==> src/rtl/cap_cmp_pkg.sv <==
// Package for the timer capture and compare block: register map, field layout, resets and carriers.
// Assumes a 32-bit APB slave on pclk; the counter, prescaler and waveform generator live outside.
// Functional notes
// - On a qualified trigger edge, copy the full 16-bit count into capture register.
// - Capture flag sets in the same cycle the capture register loads.
// - Capture flag with its enable requests interrupt; clears when interrupt serviced.
// - Writing one to the capture flag bit clears it.
// - Low byte read latches capture high byte into temp; high read returns temp.
// - Capture register writable only in modes using it as TOP; high byte first.
// - Select bit picks comparator output as trigger; software clears flag after switching.
// - Noise filter changes output only after four equal samples, four cycles delay; the filter here adds three pclk cycles.
// - Filter enabled by control B bit and samples on undivided system clock.
// - Filter and edge detector active except in modes using capture register as TOP; here both run in every mode and only the capture load is gated.
// - Capture pin stays sampled even when driven by its own port output.
// - Each new capture overwrites the capture register regardless of reads.
// - Compare flags request interrupt when enabled, clear on service or on write one.
// - Compare unit A can supply TOP value to the counter.
// - Compare registers double-buffered in PWM modes, loaded at TOP or BOTTOM; else bypassed.
// - With buffering, CPU accesses the buffer; otherwise the active compare register.
// - Compare reads return both bytes directly, without the temp register.
// - Compare high byte written to temp first; low write loads all 16 bits at once.
// - In non-PWM modes force strobe pulses match output without flag or counter clear.
// - Match signals go to the waveform generator, which acts on mode bits.
// - A counter write blocks every compare match in the next timer clock cycle.
// - Mode 4 and 12 are clear-on-match, TOP from compare A or capture register.
package cap_cmp_pkg;

  localparam logic [11:0] OFF_CAP_LO = 12'h000;
  localparam logic [11:0] OFF_CAP_HI = 12'h004;
  localparam logic [11:0] OFF_CMPA_LO = 12'h008;
  localparam logic [11:0] OFF_CMPA_HI = 12'h00C;
  localparam logic [11:0] OFF_CMPB_LO = 12'h010;
  localparam logic [11:0] OFF_CMPB_HI = 12'h014;
  localparam logic [11:0] OFF_CTRL = 12'h018;
  localparam logic [11:0] OFF_FLAGS = 12'h01C;
  localparam logic [11:0] OFF_FORCE = 12'h020;

  // Control register fields.
  localparam int CTRL_EDGE_RISE = 0;
  localparam int CTRL_FILT_EN = 1;
  localparam int CTRL_CMP_SEL = 2;
  localparam int CTRL_CAP_IE = 3;
  localparam int CTRL_CMPA_IE = 4;
  localparam int CTRL_CMPB_IE = 5;
  // Flag register and force register fields.
  localparam int FLG_CAP = 0;
  localparam int FLG_CMPA = 1;
  localparam int FLG_CMPB = 2;
  localparam int FRC_A = 0;
  localparam int FRC_B = 1;

  localparam logic [3:0] MODE_NORMAL = 4'h0;
  localparam logic [3:0] MODE_CTC_A = 4'h4;
  localparam logic [3:0] MODE_CTC_CAP = 4'hC;
  localparam logic [3:0] MODE_PWM_CAP_FAST = 4'hE;
  localparam logic [3:0] MODE_PWM_CAP_PFC = 4'h8;
  localparam logic [3:0] MODE_PWM_CAP_PC = 4'hA;

  localparam int FILT_SAMPLES = 4;
  localparam logic [15:0] RST_WORD = 16'h0000;
  localparam logic [7:0] RST_BYTE = 8'h00;
  localparam logic [5:0] RST_CTRL = 6'h00;

  typedef struct packed {
    logic [1:0] sync;
    logic [2:0] hist;
    logic filt;
    logic prev;
    logic src_prev;
  } trig_t;

  typedef struct packed {
    trig_t trig;
    logic [15:0] cap;
    logic [15:0] cmpa;
    logic [15:0] cmpb;
    logic [15:0] bufa;
    logic [15:0] bufb;
    logic [7:0] temp;
    logic [5:0] ctrl;
    logic [2:0] flags;
    logic block;
    logic match_a;
    logic match_b;
    logic irq_cap;
    logic irq_a;
    logic irq_b;
    logic [31:0] prdata;
  } state_t;

endpackage : cap_cmp_pkg

==> src/rtl/cap_cmp.sv <==
// Input capture and two output compare units of a 16-bit timer, with an APB register slave.
// Assumes the counter, prescaler and waveform generator are outside and on pclk.
// timer_tick marks a timer clock cycle; counter_wr pulses when software writes the counter.
`timescale 1ns/1ps
module cap_cmp (
  input wire logic pclk,
  input wire logic presetn,
  input wire logic clk_en,
  input wire logic psel,
  input wire logic penable,
  input wire logic pwrite,
  input wire logic [11:0] paddr,
  input wire logic [31:0] pwdata,
  input wire logic [3:0] pstrb,
  output logic [31:0] prdata,
  output logic pready,
  output logic pslverr,
  input wire logic capture_pin,
  input wire logic comparator_output,
  input wire logic [15:0] counter_value,
  input wire logic [3:0] waveform_mode_bits,
  input wire logic timer_tick,
  input wire logic counter_wr,
  input wire logic at_top,
  input wire logic at_bottom,
  input wire logic buffer_at_bottom,
  input wire logic cap_int_ack,
  input wire logic cmpa_int_ack,
  input wire logic cmpb_int_ack,
  output logic capture_int_req,
  output logic compare_a_int_req,
  output logic compare_b_int_req,
  output logic compare_a_match,
  output logic compare_b_match,
  output logic [15:0] top_from_compare_a,
  output logic [15:0] capture_register
);

  cap_cmp_pkg::state_t q, d;

  function automatic logic cap_is_top(input logic [3:0] m);
    cap_is_top = (m == cap_cmp_pkg::MODE_CTC_CAP) || (m == cap_cmp_pkg::MODE_PWM_CAP_FAST)
      || (m == cap_cmp_pkg::MODE_PWM_CAP_PFC) || (m == cap_cmp_pkg::MODE_PWM_CAP_PC);
  endfunction : cap_is_top

  // Normal and both clear-on-match modes are the only non-PWM encodings.
  function automatic logic is_pwm(input logic [3:0] m);
    is_pwm = !((m == cap_cmp_pkg::MODE_NORMAL) || (m == cap_cmp_pkg::MODE_CTC_A)
      || (m == cap_cmp_pkg::MODE_CTC_CAP));
  endfunction : is_pwm

  function automatic logic [15:0] merge_lo(input logic [15:0] cur, input logic [7:0] hi, input logic [7:0] lo);
    merge_lo = {hi, lo};
  endfunction : merge_lo

  logic acc_wr, setup_rd, pwm, src, trig_in, edge_hit, cap_en, upd, mapped;
  logic pslverr_d;
  logic [7:0] wb;
  logic [31:0] rdata;

  always_comb begin
    d = q;
    pwm = is_pwm(waveform_mode_bits);
    cap_en = !cap_is_top(waveform_mode_bits);
    acc_wr = psel && penable && pwrite && pstrb[0];
    // Reads are decoded in the setup cycle so that registered data stands at the access edge.
    setup_rd = psel && !penable && !pwrite;
    wb = pwdata[7:0];
    rdata = 32'h0000_0000;
    mapped = paddr inside {cap_cmp_pkg::OFF_CAP_LO, cap_cmp_pkg::OFF_CAP_HI, cap_cmp_pkg::OFF_CMPA_LO,
      cap_cmp_pkg::OFF_CMPA_HI, cap_cmp_pkg::OFF_CMPB_LO, cap_cmp_pkg::OFF_CMPB_HI, cap_cmp_pkg::OFF_CTRL,
      cap_cmp_pkg::OFF_FLAGS, cap_cmp_pkg::OFF_FORCE};

    // Synchroniser; the comparator select can raise a false edge on switching.
    src = q.ctrl[cap_cmp_pkg::CTRL_CMP_SEL] ? comparator_output : capture_pin;
    d.trig.sync = {q.trig.sync[0], src};
    d.trig.hist = {q.trig.hist[1:0], q.trig.sync[1]};
    if (q.ctrl[cap_cmp_pkg::CTRL_FILT_EN]) begin
      if ((q.trig.hist == {3{q.trig.sync[1]}}) ) begin
        d.trig.filt = q.trig.sync[1];
      end
    end else begin
      d.trig.filt = q.trig.sync[1];
    end
    trig_in = q.trig.filt;
    d.trig.prev = trig_in;
    edge_hit = q.ctrl[cap_cmp_pkg::CTRL_EDGE_RISE] ? (trig_in && !q.trig.prev)
      : (!trig_in && q.trig.prev);

    // Compare matches, blocked for one timer tick after a counter write.
    if (counter_wr) begin
      d.block = 1'b1;
    end else if (timer_tick) begin
      d.block = 1'b0;
    end
    d.match_a = 1'b0;
    d.match_b = 1'b0;
    if (timer_tick && !q.block && !counter_wr) begin
      d.match_a = (counter_value == q.cmpa);
      d.match_b = (counter_value == q.cmpb);
    end
    if (d.match_a) begin
      d.flags[cap_cmp_pkg::FLG_CMPA] = 1'b1;
    end
    if (d.match_b) begin
      d.flags[cap_cmp_pkg::FLG_CMPB] = 1'b1;
    end

    // Buffer transfer in PWM modes.
    upd = buffer_at_bottom ? at_bottom : at_top;
    if (pwm && upd && timer_tick) begin
      d.cmpa = q.bufa;
      d.cmpb = q.bufb;
    end

    // Interrupt acknowledge clears; a fresh set still wins below.
    if (cap_int_ack) begin
      d.flags[cap_cmp_pkg::FLG_CAP] = 1'b0;
    end
    if (cmpa_int_ack && !d.match_a) begin
      d.flags[cap_cmp_pkg::FLG_CMPA] = 1'b0;
    end
    if (cmpb_int_ack && !d.match_b) begin
      d.flags[cap_cmp_pkg::FLG_CMPB] = 1'b0;
    end

    // APB writes take effect at the access cycle; slave is always ready.
    if (acc_wr) begin
      case (paddr)
        cap_cmp_pkg::OFF_CAP_HI, cap_cmp_pkg::OFF_CMPA_HI, cap_cmp_pkg::OFF_CMPB_HI: begin
          d.temp = wb;
        end
        cap_cmp_pkg::OFF_CAP_LO: begin
          if (!cap_en) begin
            d.cap = merge_lo(q.cap, q.temp, wb);
          end
        end
        cap_cmp_pkg::OFF_CMPA_LO: begin
          if (pwm) begin
            d.bufa = merge_lo(q.bufa, q.temp, wb);
          end else begin
            d.cmpa = merge_lo(q.cmpa, q.temp, wb);
          end
        end
        cap_cmp_pkg::OFF_CMPB_LO: begin
          if (pwm) begin
            d.bufb = merge_lo(q.bufb, q.temp, wb);
          end else begin
            d.cmpb = merge_lo(q.cmpb, q.temp, wb);
          end
        end
        cap_cmp_pkg::OFF_CTRL: begin
          d.ctrl = pwdata[5:0];
        end
        cap_cmp_pkg::OFF_FLAGS: begin
          d.flags = d.flags & ~pwdata[2:0];
        end
        cap_cmp_pkg::OFF_FORCE: begin
          // Forced match reaches the waveform generator only; flags stay.
          if (!pwm) begin
            d.match_a = d.match_a | pwdata[cap_cmp_pkg::FRC_A];
            d.match_b = d.match_b | pwdata[cap_cmp_pkg::FRC_B];
          end
        end
        default: begin
          mapped = 1'b0;
        end
      endcase
    end

    if (setup_rd) begin
      case (paddr)
        cap_cmp_pkg::OFF_CAP_LO: begin
          rdata = {24'h00_0000, q.cap[7:0]};
          d.temp = q.cap[15:8];
        end
        cap_cmp_pkg::OFF_CAP_HI, cap_cmp_pkg::OFF_CMPA_HI, cap_cmp_pkg::OFF_CMPB_HI: begin
          rdata = {24'h00_0000, q.temp};
          if (paddr == cap_cmp_pkg::OFF_CMPA_HI) begin
            rdata = {24'h00_0000, pwm ? q.bufa[15:8] : q.cmpa[15:8]};
          end
          if (paddr == cap_cmp_pkg::OFF_CMPB_HI) begin
            rdata = {24'h00_0000, pwm ? q.bufb[15:8] : q.cmpb[15:8]};
          end
        end
        cap_cmp_pkg::OFF_CMPA_LO: begin
          rdata = {24'h00_0000, pwm ? q.bufa[7:0] : q.cmpa[7:0]};
        end
        cap_cmp_pkg::OFF_CMPB_LO: begin
          rdata = {24'h00_0000, pwm ? q.bufb[7:0] : q.cmpb[7:0]};
        end
        cap_cmp_pkg::OFF_CTRL: begin
          rdata = {26'h000_0000, q.ctrl};
        end
        cap_cmp_pkg::OFF_FLAGS: begin
          rdata = {29'h0000_0000, q.flags};
        end
        cap_cmp_pkg::OFF_FORCE: begin
          rdata = 32'h0000_0000;
        end
        default: begin
          mapped = 1'b0;
        end
      endcase
    end
    if (setup_rd) begin
      d.prdata = rdata;
    end

    // Capture has priority over every clear of its flag in the same cycle.
    if (edge_hit && cap_en) begin
      d.cap = counter_value;
      d.flags[cap_cmp_pkg::FLG_CAP] = 1'b1;
    end
    if (d.match_a && !acc_wr) begin
      d.flags[cap_cmp_pkg::FLG_CMPA] = d.flags[cap_cmp_pkg::FLG_CMPA];
    end
    if (timer_tick && !q.block && !counter_wr && (counter_value == q.cmpa)) begin
      d.flags[cap_cmp_pkg::FLG_CMPA] = 1'b1;
    end
    if (timer_tick && !q.block && !counter_wr && (counter_value == q.cmpb)) begin
      d.flags[cap_cmp_pkg::FLG_CMPB] = 1'b1;
    end

    d.irq_cap = d.flags[cap_cmp_pkg::FLG_CAP] && d.ctrl[cap_cmp_pkg::CTRL_CAP_IE];
    d.irq_a = d.flags[cap_cmp_pkg::FLG_CMPA] && d.ctrl[cap_cmp_pkg::CTRL_CMPA_IE];
    d.irq_b = d.flags[cap_cmp_pkg::FLG_CMPB] && d.ctrl[cap_cmp_pkg::CTRL_CMPB_IE];
    pslverr_d = (psel && !mapped);
  end

  logic err_q;

  always_ff @(posedge pclk or negedge presetn) begin
    if (!presetn) begin
      q <= '0;
      err_q <= 1'b0;
    end else if (clk_en) begin
      q <= d;
      err_q <= pslverr_d;
    end
  end

  assign prdata = q.prdata;
  assign pready = 1'b1;
  assign pslverr = psel && penable && err_q;
  assign capture_int_req = q.irq_cap;
  assign compare_a_int_req = q.irq_a;
  assign compare_b_int_req = q.irq_b;
  assign compare_a_match = q.match_a;
  assign compare_b_match = q.match_b;
  assign top_from_compare_a = q.cmpa;
  assign capture_register = q.cap;

endmodule : cap_cmp

==> config.mk <==
export PLATFORM = sky130hd
export DESIGN_NAME = cap_cmp
export DESIGN_NICKNAME = d
export VERILOG_FILES = /design/src/rtl/cap_cmp_pkg.sv /design/src/rtl/cap_cmp.sv
export SDC_FILE = /design/constraint.sdc
export NUM_CORES = 1
export LEC_CHECK = 0
export ABC_AREA = 1
export BUFFER_PORTS_ARGS = -buffer_cell sky130_fd_sc_hd__buf_2
export CAP_MARGIN = 20
export CORE_MARGIN = 5
export CORE_UTILIZATION = 35
export CTS_CLUSTER_DIAMETER = 120
export DETAILED_ROUTE_END_ITERATION = 8
export HOLD_SLACK_MARGIN = 0.02
export PLACE_DENSITY = 0.57
export SLEW_MARGIN = 25
export SYNTH_ARGS = -nofsm -noshare
export SYNTH_HDL_FRONTEND = slang
export SYNTH_SLANG_ARGS = --single-unit
==> constraint.sdc <==
create_clock -name pclk -period 1.9 [get_ports pclk]
set_clock_uncertainty 0.05 [all_clocks]
set_input_delay 0.285 -clock pclk [delete_from_list [all_inputs] [get_ports pclk]]
set_output_delay 0.285 -clock pclk [all_outputs]
set_load 0.01 [all_outputs]
* Yosys cells after proc, flatten, opt, wreduce, memory -nomap -nowiden
Index checks and enable logic that the tools add are counted.
** Storage, ports and cells
- Bits in registers :: 143
- Output and inout port bits :: 71
- Logic and storage cells :: 144
** Cells by class
- Eq/ne operators :: 17
- Muxes and demuxes :: 48
- Bitwise gates (word level) :: 5
- Reduce and logical (&&, ||, !) cells :: 53
** Operators with widths (number)
- $pmux W32 S6 :: 1
- $mux W16 :: 11
- $mux W97 :: 1
- $mux W32 :: 2
- $mux W8 :: 8
- $eq A12 B5 Y1 const B :: 4
- $eq A16 B16 Y1 :: 2
- $eq A12 B4 Y1 const B :: 2
- $logic_and A1 B1 Y1 :: 21
- $mux W1 :: 19
- $eq A4 B4 Y1 const B :: 4
- $eq A12 B3 Y1 const B :: 1
- $eq A12 B6 Y1 const B :: 1
- $logic_not A12 Y1 :: 1
- $reduce_and A4 Y1 :: 3
- $logic_not A1 Y1 :: 11
- $reduce_bool A9 Y1 :: 1
- $reduce_or A9 Y1 :: 1
- $mux W2 :: 4
- $reduce_bool A2 Y1 :: 4
- $mux W6 :: 1
- $reduce_and A2 Y1 :: 3
- $logic_or A1 B1 Y1 :: 5
- $eq A4 B3 Y1 const B :: 1
- 10 further kinds :: 11

* Longest topological paths before layout
Gate-level depths: netlist of the first run.
- Depth after elaboration :: 12
- Gate-level depth with buffers :: 14

* Least setup slack after synthesis of the first run
No wires, ideal clock.
- Path type :: in2reg
- Start point :: input paddr[11]
- End point :: register q[93] (netlist bit)
- Setup time :: 0.117 ns
- Data arrival time :: 1.323 ns
- Data required time :: 1.733 ns
- Setup slack :: 0.410 ns
- Stages :: 11
- Buffers on the path :: 1
- Path through :: nor2_1 nand2_2 clkinv_2 nand2_2 nor2_8 nand2_4 buf_6 o22ai_1 nand2_1 o21ai_1 inv_2
** Between the ends
- Word-level cells in the longest chain between the ends :: 3
** Ends and longest elaborated chain
- start: declaration :: line cap_cmp.sv:12 : input wire logic [11:0] paddr,
- $eq A12 B5 Y1 :: line cap_cmp.sv:129 : case (paddr)
- $mux W16 :: line cap_cmp.sv:129
- $mux W97 :: line cap_cmp.sv:128 : if (acc_wr) begin
- end signal: assignment :: line cap_cmp.sv:235 : q <= '0;
- end signal: assignment :: line cap_cmp.sv:238 : q <= d;
- end: declaration :: line cap_cmp.sv:39 : cap_cmp_pkg::state_t q, d;
Every way passes these cells. The select of a mux whose other input is x is not followed.
A chain may end at the register's enable or synchronous reset.

* Worst setup path in the final report of the first run
- Start point :: register q[96] (netlist bit)
- End point :: register q (netlist bit compare_b_int_req)
** Between the ends
- Word-level cells in the longest chain between the ends :: 10
- Elaborated cells between the ends (all ways) :: 12
- Those cells by class :: eq/ne: 1; mux: 6; bitwise: 1; reduce/logical: 4
** Ends and longest elaborated chain
- $eq A16 B16 Y1 * :: line cap_cmp.sv:100, cap_cmp.sv:221
- $mux W2 :: line cap_cmp.sv:98 : if (timer_tick && !q.block && !counter_wr) begin
- $logic_not A1 Y1 :: line cap_cmp.sv:123 : if (cmpb_int_ack && !d.match_b) begin
- $logic_and A1 B1 Y1 :: line cap_cmp.sv:123
- $mux W1 :: line cap_cmp.sv:123
- $and A3 B3 Y3 :: line cap_cmp.sv:156 : d.flags = d.flags & ~pwdata[2:0];
- $mux W3 :: line cap_cmp.sv:129
- $mux W97 :: line cap_cmp.sv:128
- $mux W1 * :: line cap_cmp.sv:221 : if (timer_tick && !q.block && !counter_wr && (counter_value == q.cmpb)) begin
- $logic_and A1 B1 Y1 * :: line cap_cmp.sv:227 : d.irq_b = d.flags[cap_cmp_pkg::FLG_CMPB] && d.ctrl[cap_cmp_pkg::CTRL_CMPB_IE];
Every way passes the cells marked *; elsewhere a longest branch is shown, timed or not. The select of a mux whose other input is x is not followed.

==> flow_summary.toml, run 1 <==
[critical_path]
startpoint_type = "register"
path_class = "register to register"
cp-end-kind = "register"
crit_arrival_ps = 2020
critPathMaxFanout = 3
required_ps = 2220

[synthesis]
async_reset_ff_share_pct = 100
yosys-top-cells-area = "dfrtp_1, nand2_1, o21ai_0"
synth_cell_type_count = 41
synthMostInstantiatedCell = "nand2_1"
yosysTopAreaCellShare_pct = 37.3
synth_edf_count = 0
synth_commonest_cells = "nand2_1, inv_1, o21ai_0"
synth-seq-area-share_pct = 37.3
netlist_area_sq_um = 7990
synth_seq_cells = 119
ys.warnings.count = 0
synth_area_per_cell_sq_um = 6.91
synth_area_leader_cell = "dfrtp_1"
synth_ff_type = "dfrtp_1"
netlist_instances = 1157

[global_route]
grt_max_degree = 62
track_usage_pct = 21.6
grt_overflow = 0
grt_use_met2_pct = 35.3
busiest_layer = "met2"
grt_first_pass_wirelength_microns = 43100
antenna_found_initial = 2
use_met3_pct = 4.92
grt_use_met1_pct = 28.4
grt_pass1_vias = 7348

[timing]
slew_viol_final = 0
fin_crit_ps = 1700
tns_ps = 0
hold_viol_final = 0
period_share_pct = 89.4
finalSetupViolations = 0
fmax_mhz = 588
rsz0062_at_grt = "false"
hold_ws_ps = 34.5

[pwr]
power.leakage_nw = 4.93
finalPower_w = 0.00824
ir_drop_uv = 553
powerDensity_nw_per_um2 = 864

[routing]
dr.first_iter.drc_count = 748
wl_per_cell_microns = 17.8
wl_microns = 27900
drtPass1Iterations = 5
via_per_inst = 4.95
drtAntennaViolNets = 0
route.detailed.drc = 0
vias = 7739

[floorplanning]
die_w_microns = 161
initial_core_util_pct = 35.4
fp.dieArea_sq_um = 26000
core_sq_um = 22600
ios = 155
die_h_microns = 161
num_rows = 55

[layout]
diodes = 0
area_growth_pct = 19.4
drive_gt1_share_pct = 20.1
nNetsFinal = 1351
fillers = 2411
final_cells = 1565

[clocking]
cts_htree_levels = 4
insertion_delay_ps = 430
cts_tree = "done"
path_clk_slew_ps = 60
cts_setup_buffers = 0
cts_sinks = 119
clock-root-buffer = "clkbuf_16"
cts_buffer_depth = 2
cts_made_buffers = 17

[placement]
io_buffers = 102
place_inst = 1532
gp_congestion = 0.971
dp_hpwl_microns = 21500

[job]
maxCapViolCount = 0

[worst_hold_path]
min_path_type = "primary input to register"

[run_status]
status = "finished, final reports clean"
[power breakdown]
part | leakage, nW | switching (W) | internal, W
combinational | 3.07 | 0.00103 | 0.000621
clock | 0.285 | 0.00132 | 0.00210
sequential | 1.57 | 0.000316 | 0.00285
total | 4.93 | 0.00267 | 0.00558
[logic make-up after synthesis]
family	after synthesis	synth area share, %
simple gates	555	30.1
buf+inv	251	15.8
compound gates	217	15.2
flops	119	37.3
xor+xnor	13	1.43
other cells	2	0.0940
[registers in the layout (all words and copies together) (netlist names)]
register,flops
capture_int_req,1
capture_register,16
compare_a_int_req,1
compare_a_match,1
compare_b_int_req,1
compare_b_match,1
d,4
err_q,1
prdata,8
q,68
top_from_compare_a,16
trig_in,1
[layout make-up]
class	count	area (sq um)	share of cell area (%)
sequential	119	2980	31.2
multi-input combinational	810	3830	40.2
clock inverter	14	173	1.81
tap	285	357	3.74
clock buffer	18	439	4.61
timing repair buffer	172	1200	12.6
inverter	147	553	5.80
[per-layer routing]
layer	part of all wire (%)	vias up
met5	0.068	-
met4	2.8	4
met3	7.8	51
met2	47	313
met1	43	3549
li1	-	3822
[timing repair]
| item | CTS | global route |
|---|---|---|
| endpoints found under the setup margin | 0 | 0 |
| gates resized for setup | 0 | 0 |
| hold buffers | 1 | 0 |
| endpoints found under the hold margin | 19 | 0 |
[cells in the final DEF, fill, tap and decap left out, types with 13 or more instances in the layout]
cell / n
a21oi_1: 27
buf_4: 57
o22ai_1: 13
buf_12: 13
nor2_1: 77
clkbuf_16: 17
conb_1: 25
nand3_1: 69
inv_1: 137
buf_2: 101
o21ai_1: 20
nand4_1: 15
nand2_1: 345
dfrtp_1: 119
o21ai_0: 120
[through the flow]
step | util [%] | setup slack, ps | instance area (sq um)
2_1_floorplan | - | 410 | 8080
3_3_place_gp | 39.5 | -29.2 | 8910
3_5_place_dp | 39.5 | -38.8 | 8910
4_1_cts | 42.3 | 223 | 9540
5_1_grt | 42.3 | 102 | 9540
6_report | 42.3 | 201 | 9540
[worst max-delay path, cell delays in order, from the launching register on]
cell,delay (ps)
dfrtp_1,420
xnor2_1,400
nand2_1,100
nor3_1,230
nand3_1,180
nand2_1,120
nand2_1,80
nand2_1,60
[final timing paths]
| check | start | endpoint | slack [ps] | cells past startpoint |
|---|---|---|---|---|
| worst max register to register | q[96]$_DFFE_PN0P_ | compare_b_int_req$_DFFE_PN0P_ | 200 | 7 |
| worst min-delay path | counter_wr | q[37]$_DFFE_PN0P_ | 30 | 3 |
| worst min register to register | prdata[7]$_DFFE_PN0P_ | prdata[7]$_DFFE_PN0P_ | 420 | 2 |
| min in group asynchronous | presetn | q[140]$_DFFE_PN0P_ | 250 | 2 |
| max in group asynchronous | presetn | q[82]$_DFFE_PN0P_ | 940 | 3 |
| worst max-delay path | q[96]$_DFFE_PN0P_ | compare_b_int_req$_DFFE_PN0P_ | 200 | 7 |
No activity file was read; power rests on OpenSTA's default activity.
==> run 2, diff against run 1 <==
--- a/config.mk
+++ b/config.mk
@@ -9,11 +9,11 @@
 export BUFFER_PORTS_ARGS = -buffer_cell sky130_fd_sc_hd__buf_2
 export CAP_MARGIN = 20
 export CORE_MARGIN = 5
-export CORE_UTILIZATION = 35
+export CORE_UTILIZATION = 40
 export CTS_CLUSTER_DIAMETER = 120
 export DETAILED_ROUTE_END_ITERATION = 8
 export HOLD_SLACK_MARGIN = 0.02
-export PLACE_DENSITY = 0.57
+export PLACE_DENSITY = 0.63
 export SLEW_MARGIN = 25
 export SYNTH_ARGS = -nofsm -noshare
 export SYNTH_HDL_FRONTEND = slang
==> flow_summary.toml, run 2 (synthesis gave the netlist of run 1 again) <==
[global_route]
track_usage_pct = 24.5
grt_first_pass_wirelength_microns = 41800
grt_overflow = 0
grt_max_degree = 94
antenna_found_initial = 0
grt_pass1_vias = 7297

[pwr]
power.leakage_nw = 4.84
powerDensity_nw_per_um2 = 857
finalPower_w = 0.00801
ir_drop_uv = 584

[routing]
drtPass1Iterations = 5
wl_microns = 27400
drtAntennaViolNets = 0
vias = 7890
via_per_inst = 5.16
route.detailed.drc = 0
wl_per_cell_microns = 17.9
dr.first_iter.drc_count = 890

[timing]
fin_crit_ps = 1730
relSlewSlack_pct = 61.1
rsz0062_at_grt = "false"
tns_ps = 0
fmax_mhz = 577
slew_viol_final = 0
hold_viol_final = 0
period_share_pct = 91.2
finalSetupViolations = 0
worst_pin_slew_ps = 583
hold_ws_ps = 35.0

[clocking]
cts_sinks = 119
cts_setup_buffers = 0
clock-root-buffer = "clkbuf_16"
cts_made_buffers = 17
path_clk_slew_ps = 60
cts_buffer_depth = 2
cts_tree = "done"
cts_htree_levels = 4
insertion_delay_ps = 430

[critical_path]
cp-end-kind = "register"
required_ps = 2210
path_class = "register to register"
crit_arrival_ps = 2050
startpoint_type = "register"
critPathMaxFanout = 3

[placement]
place_inst = 1499
dp_hpwl_microns = 20800
io_buffers = 102
gp_congestion = 0.976

[job]
maxCapViolCount = 0

[floorplanning]
num_rows = 51
fp.dieArea_sq_um = 22900
ios = 155
initial_core_util_pct = 40.8
die_h_microns = 151
die_w_microns = 151
core_sq_um = 19600

[run_status]
status = "finished, final reports clean"

[layout]
area_growth_pct = 16.9
diodes = 0
mostFrequentLayoutCells = "nand2_1, inv_1, o21ai_0, dfrtp_1, buf_2"
final_cells = 1530
largest-register = "q"
finish.utilization_pct = 47.7
largest_reg_flops = 68
layout_commonest_cell = "nand2_1"
drive_gt1_share_pct = 19.0
nNetsFinal = 1338

[worst_hold_path]
min_path_type = "primary input to register"
[run 2: worst max-delay path, stage by stage (launching register included)]
cell and delay (ps):
dfrtp_1 420, xnor2_1 360, nand2_1 90, nor3_1 270, nand3_1 220, nand2_1 150
nand2_1 60, nand2_1 60
[run 2: area by class of cell]
cell class / instances / area, sq um
inverters: 147 / 553
flip-flops and latches: 119 / 2980
multi-input cells: 810 / 3830
fillers: 1982 / 10200
clock buffers: 21 / 460
clock inverters: 9 / 103
repair buffers: 159 / 1080
well taps: 265 / 332
[run 2: final timing paths]
| path | to | depth (start not counted) | slack (ps) | startpoint |
|---|---|---|---|---|
| max in group asynchronous | compare_a_match$_DFFE_PN0P_ | 3 | 940 | presetn |
| setup reg to reg | q[40]$_DFFE_PN0P_ | 7 | 170 | q[96]$_DFFE_PN0P_ |
| hold reg to reg | prdata[6]$_DFFE_PN0P_ | 2 | 420 | prdata[6]$_DFFE_PN0P_ |
| min in group asynchronous | q[84]$_DFFE_PN0P_ | 3 | 370 | presetn |
| setup / recovery | q[40]$_DFFE_PN0P_ | 7 | 170 | q[96]$_DFFE_PN0P_ |
| hold / removal | q[37]$_DFFE_PN0P_ | 3 | 40 | counter_wr |
[run 2: repair_timing]
action / CTS / global route
hold endpoints to repair: 119 / 0
setup endpoints to repair: 0 / 0
resized for setup: 0 / 0
hold buffers: 1 / 0
[run 2: stage by stage]
stage / setup slack, ps / cell area, sq um
after global routing: 69.0 / 9340
after detailed placement: 26.0 / 8770
after global placement: 45.5 / 8770
final: 166 / 9340
after CTS: 195 / 9340
after floorplan: 410 / 8080
[run 2: metal layers]
layer  vias to the layer above  part of all wire, %  track usage, %
met5                         -                    0               0
met4                         0                  2.0            6.94
met2                       400                   44            37.4
met3                        44                  9.4            4.58
met1                      3655                   44            35.3
li1                       3791                    -               -
[run 2: power breakdown]
group	leakage [nW]	switching, W	internal [W]	total [W]
logic	3.01	0.00104	0.000620	0.00166
clock network	0.271	0.00119	0.00197	0.00316
registers	1.57	0.000334	0.00285	0.00319
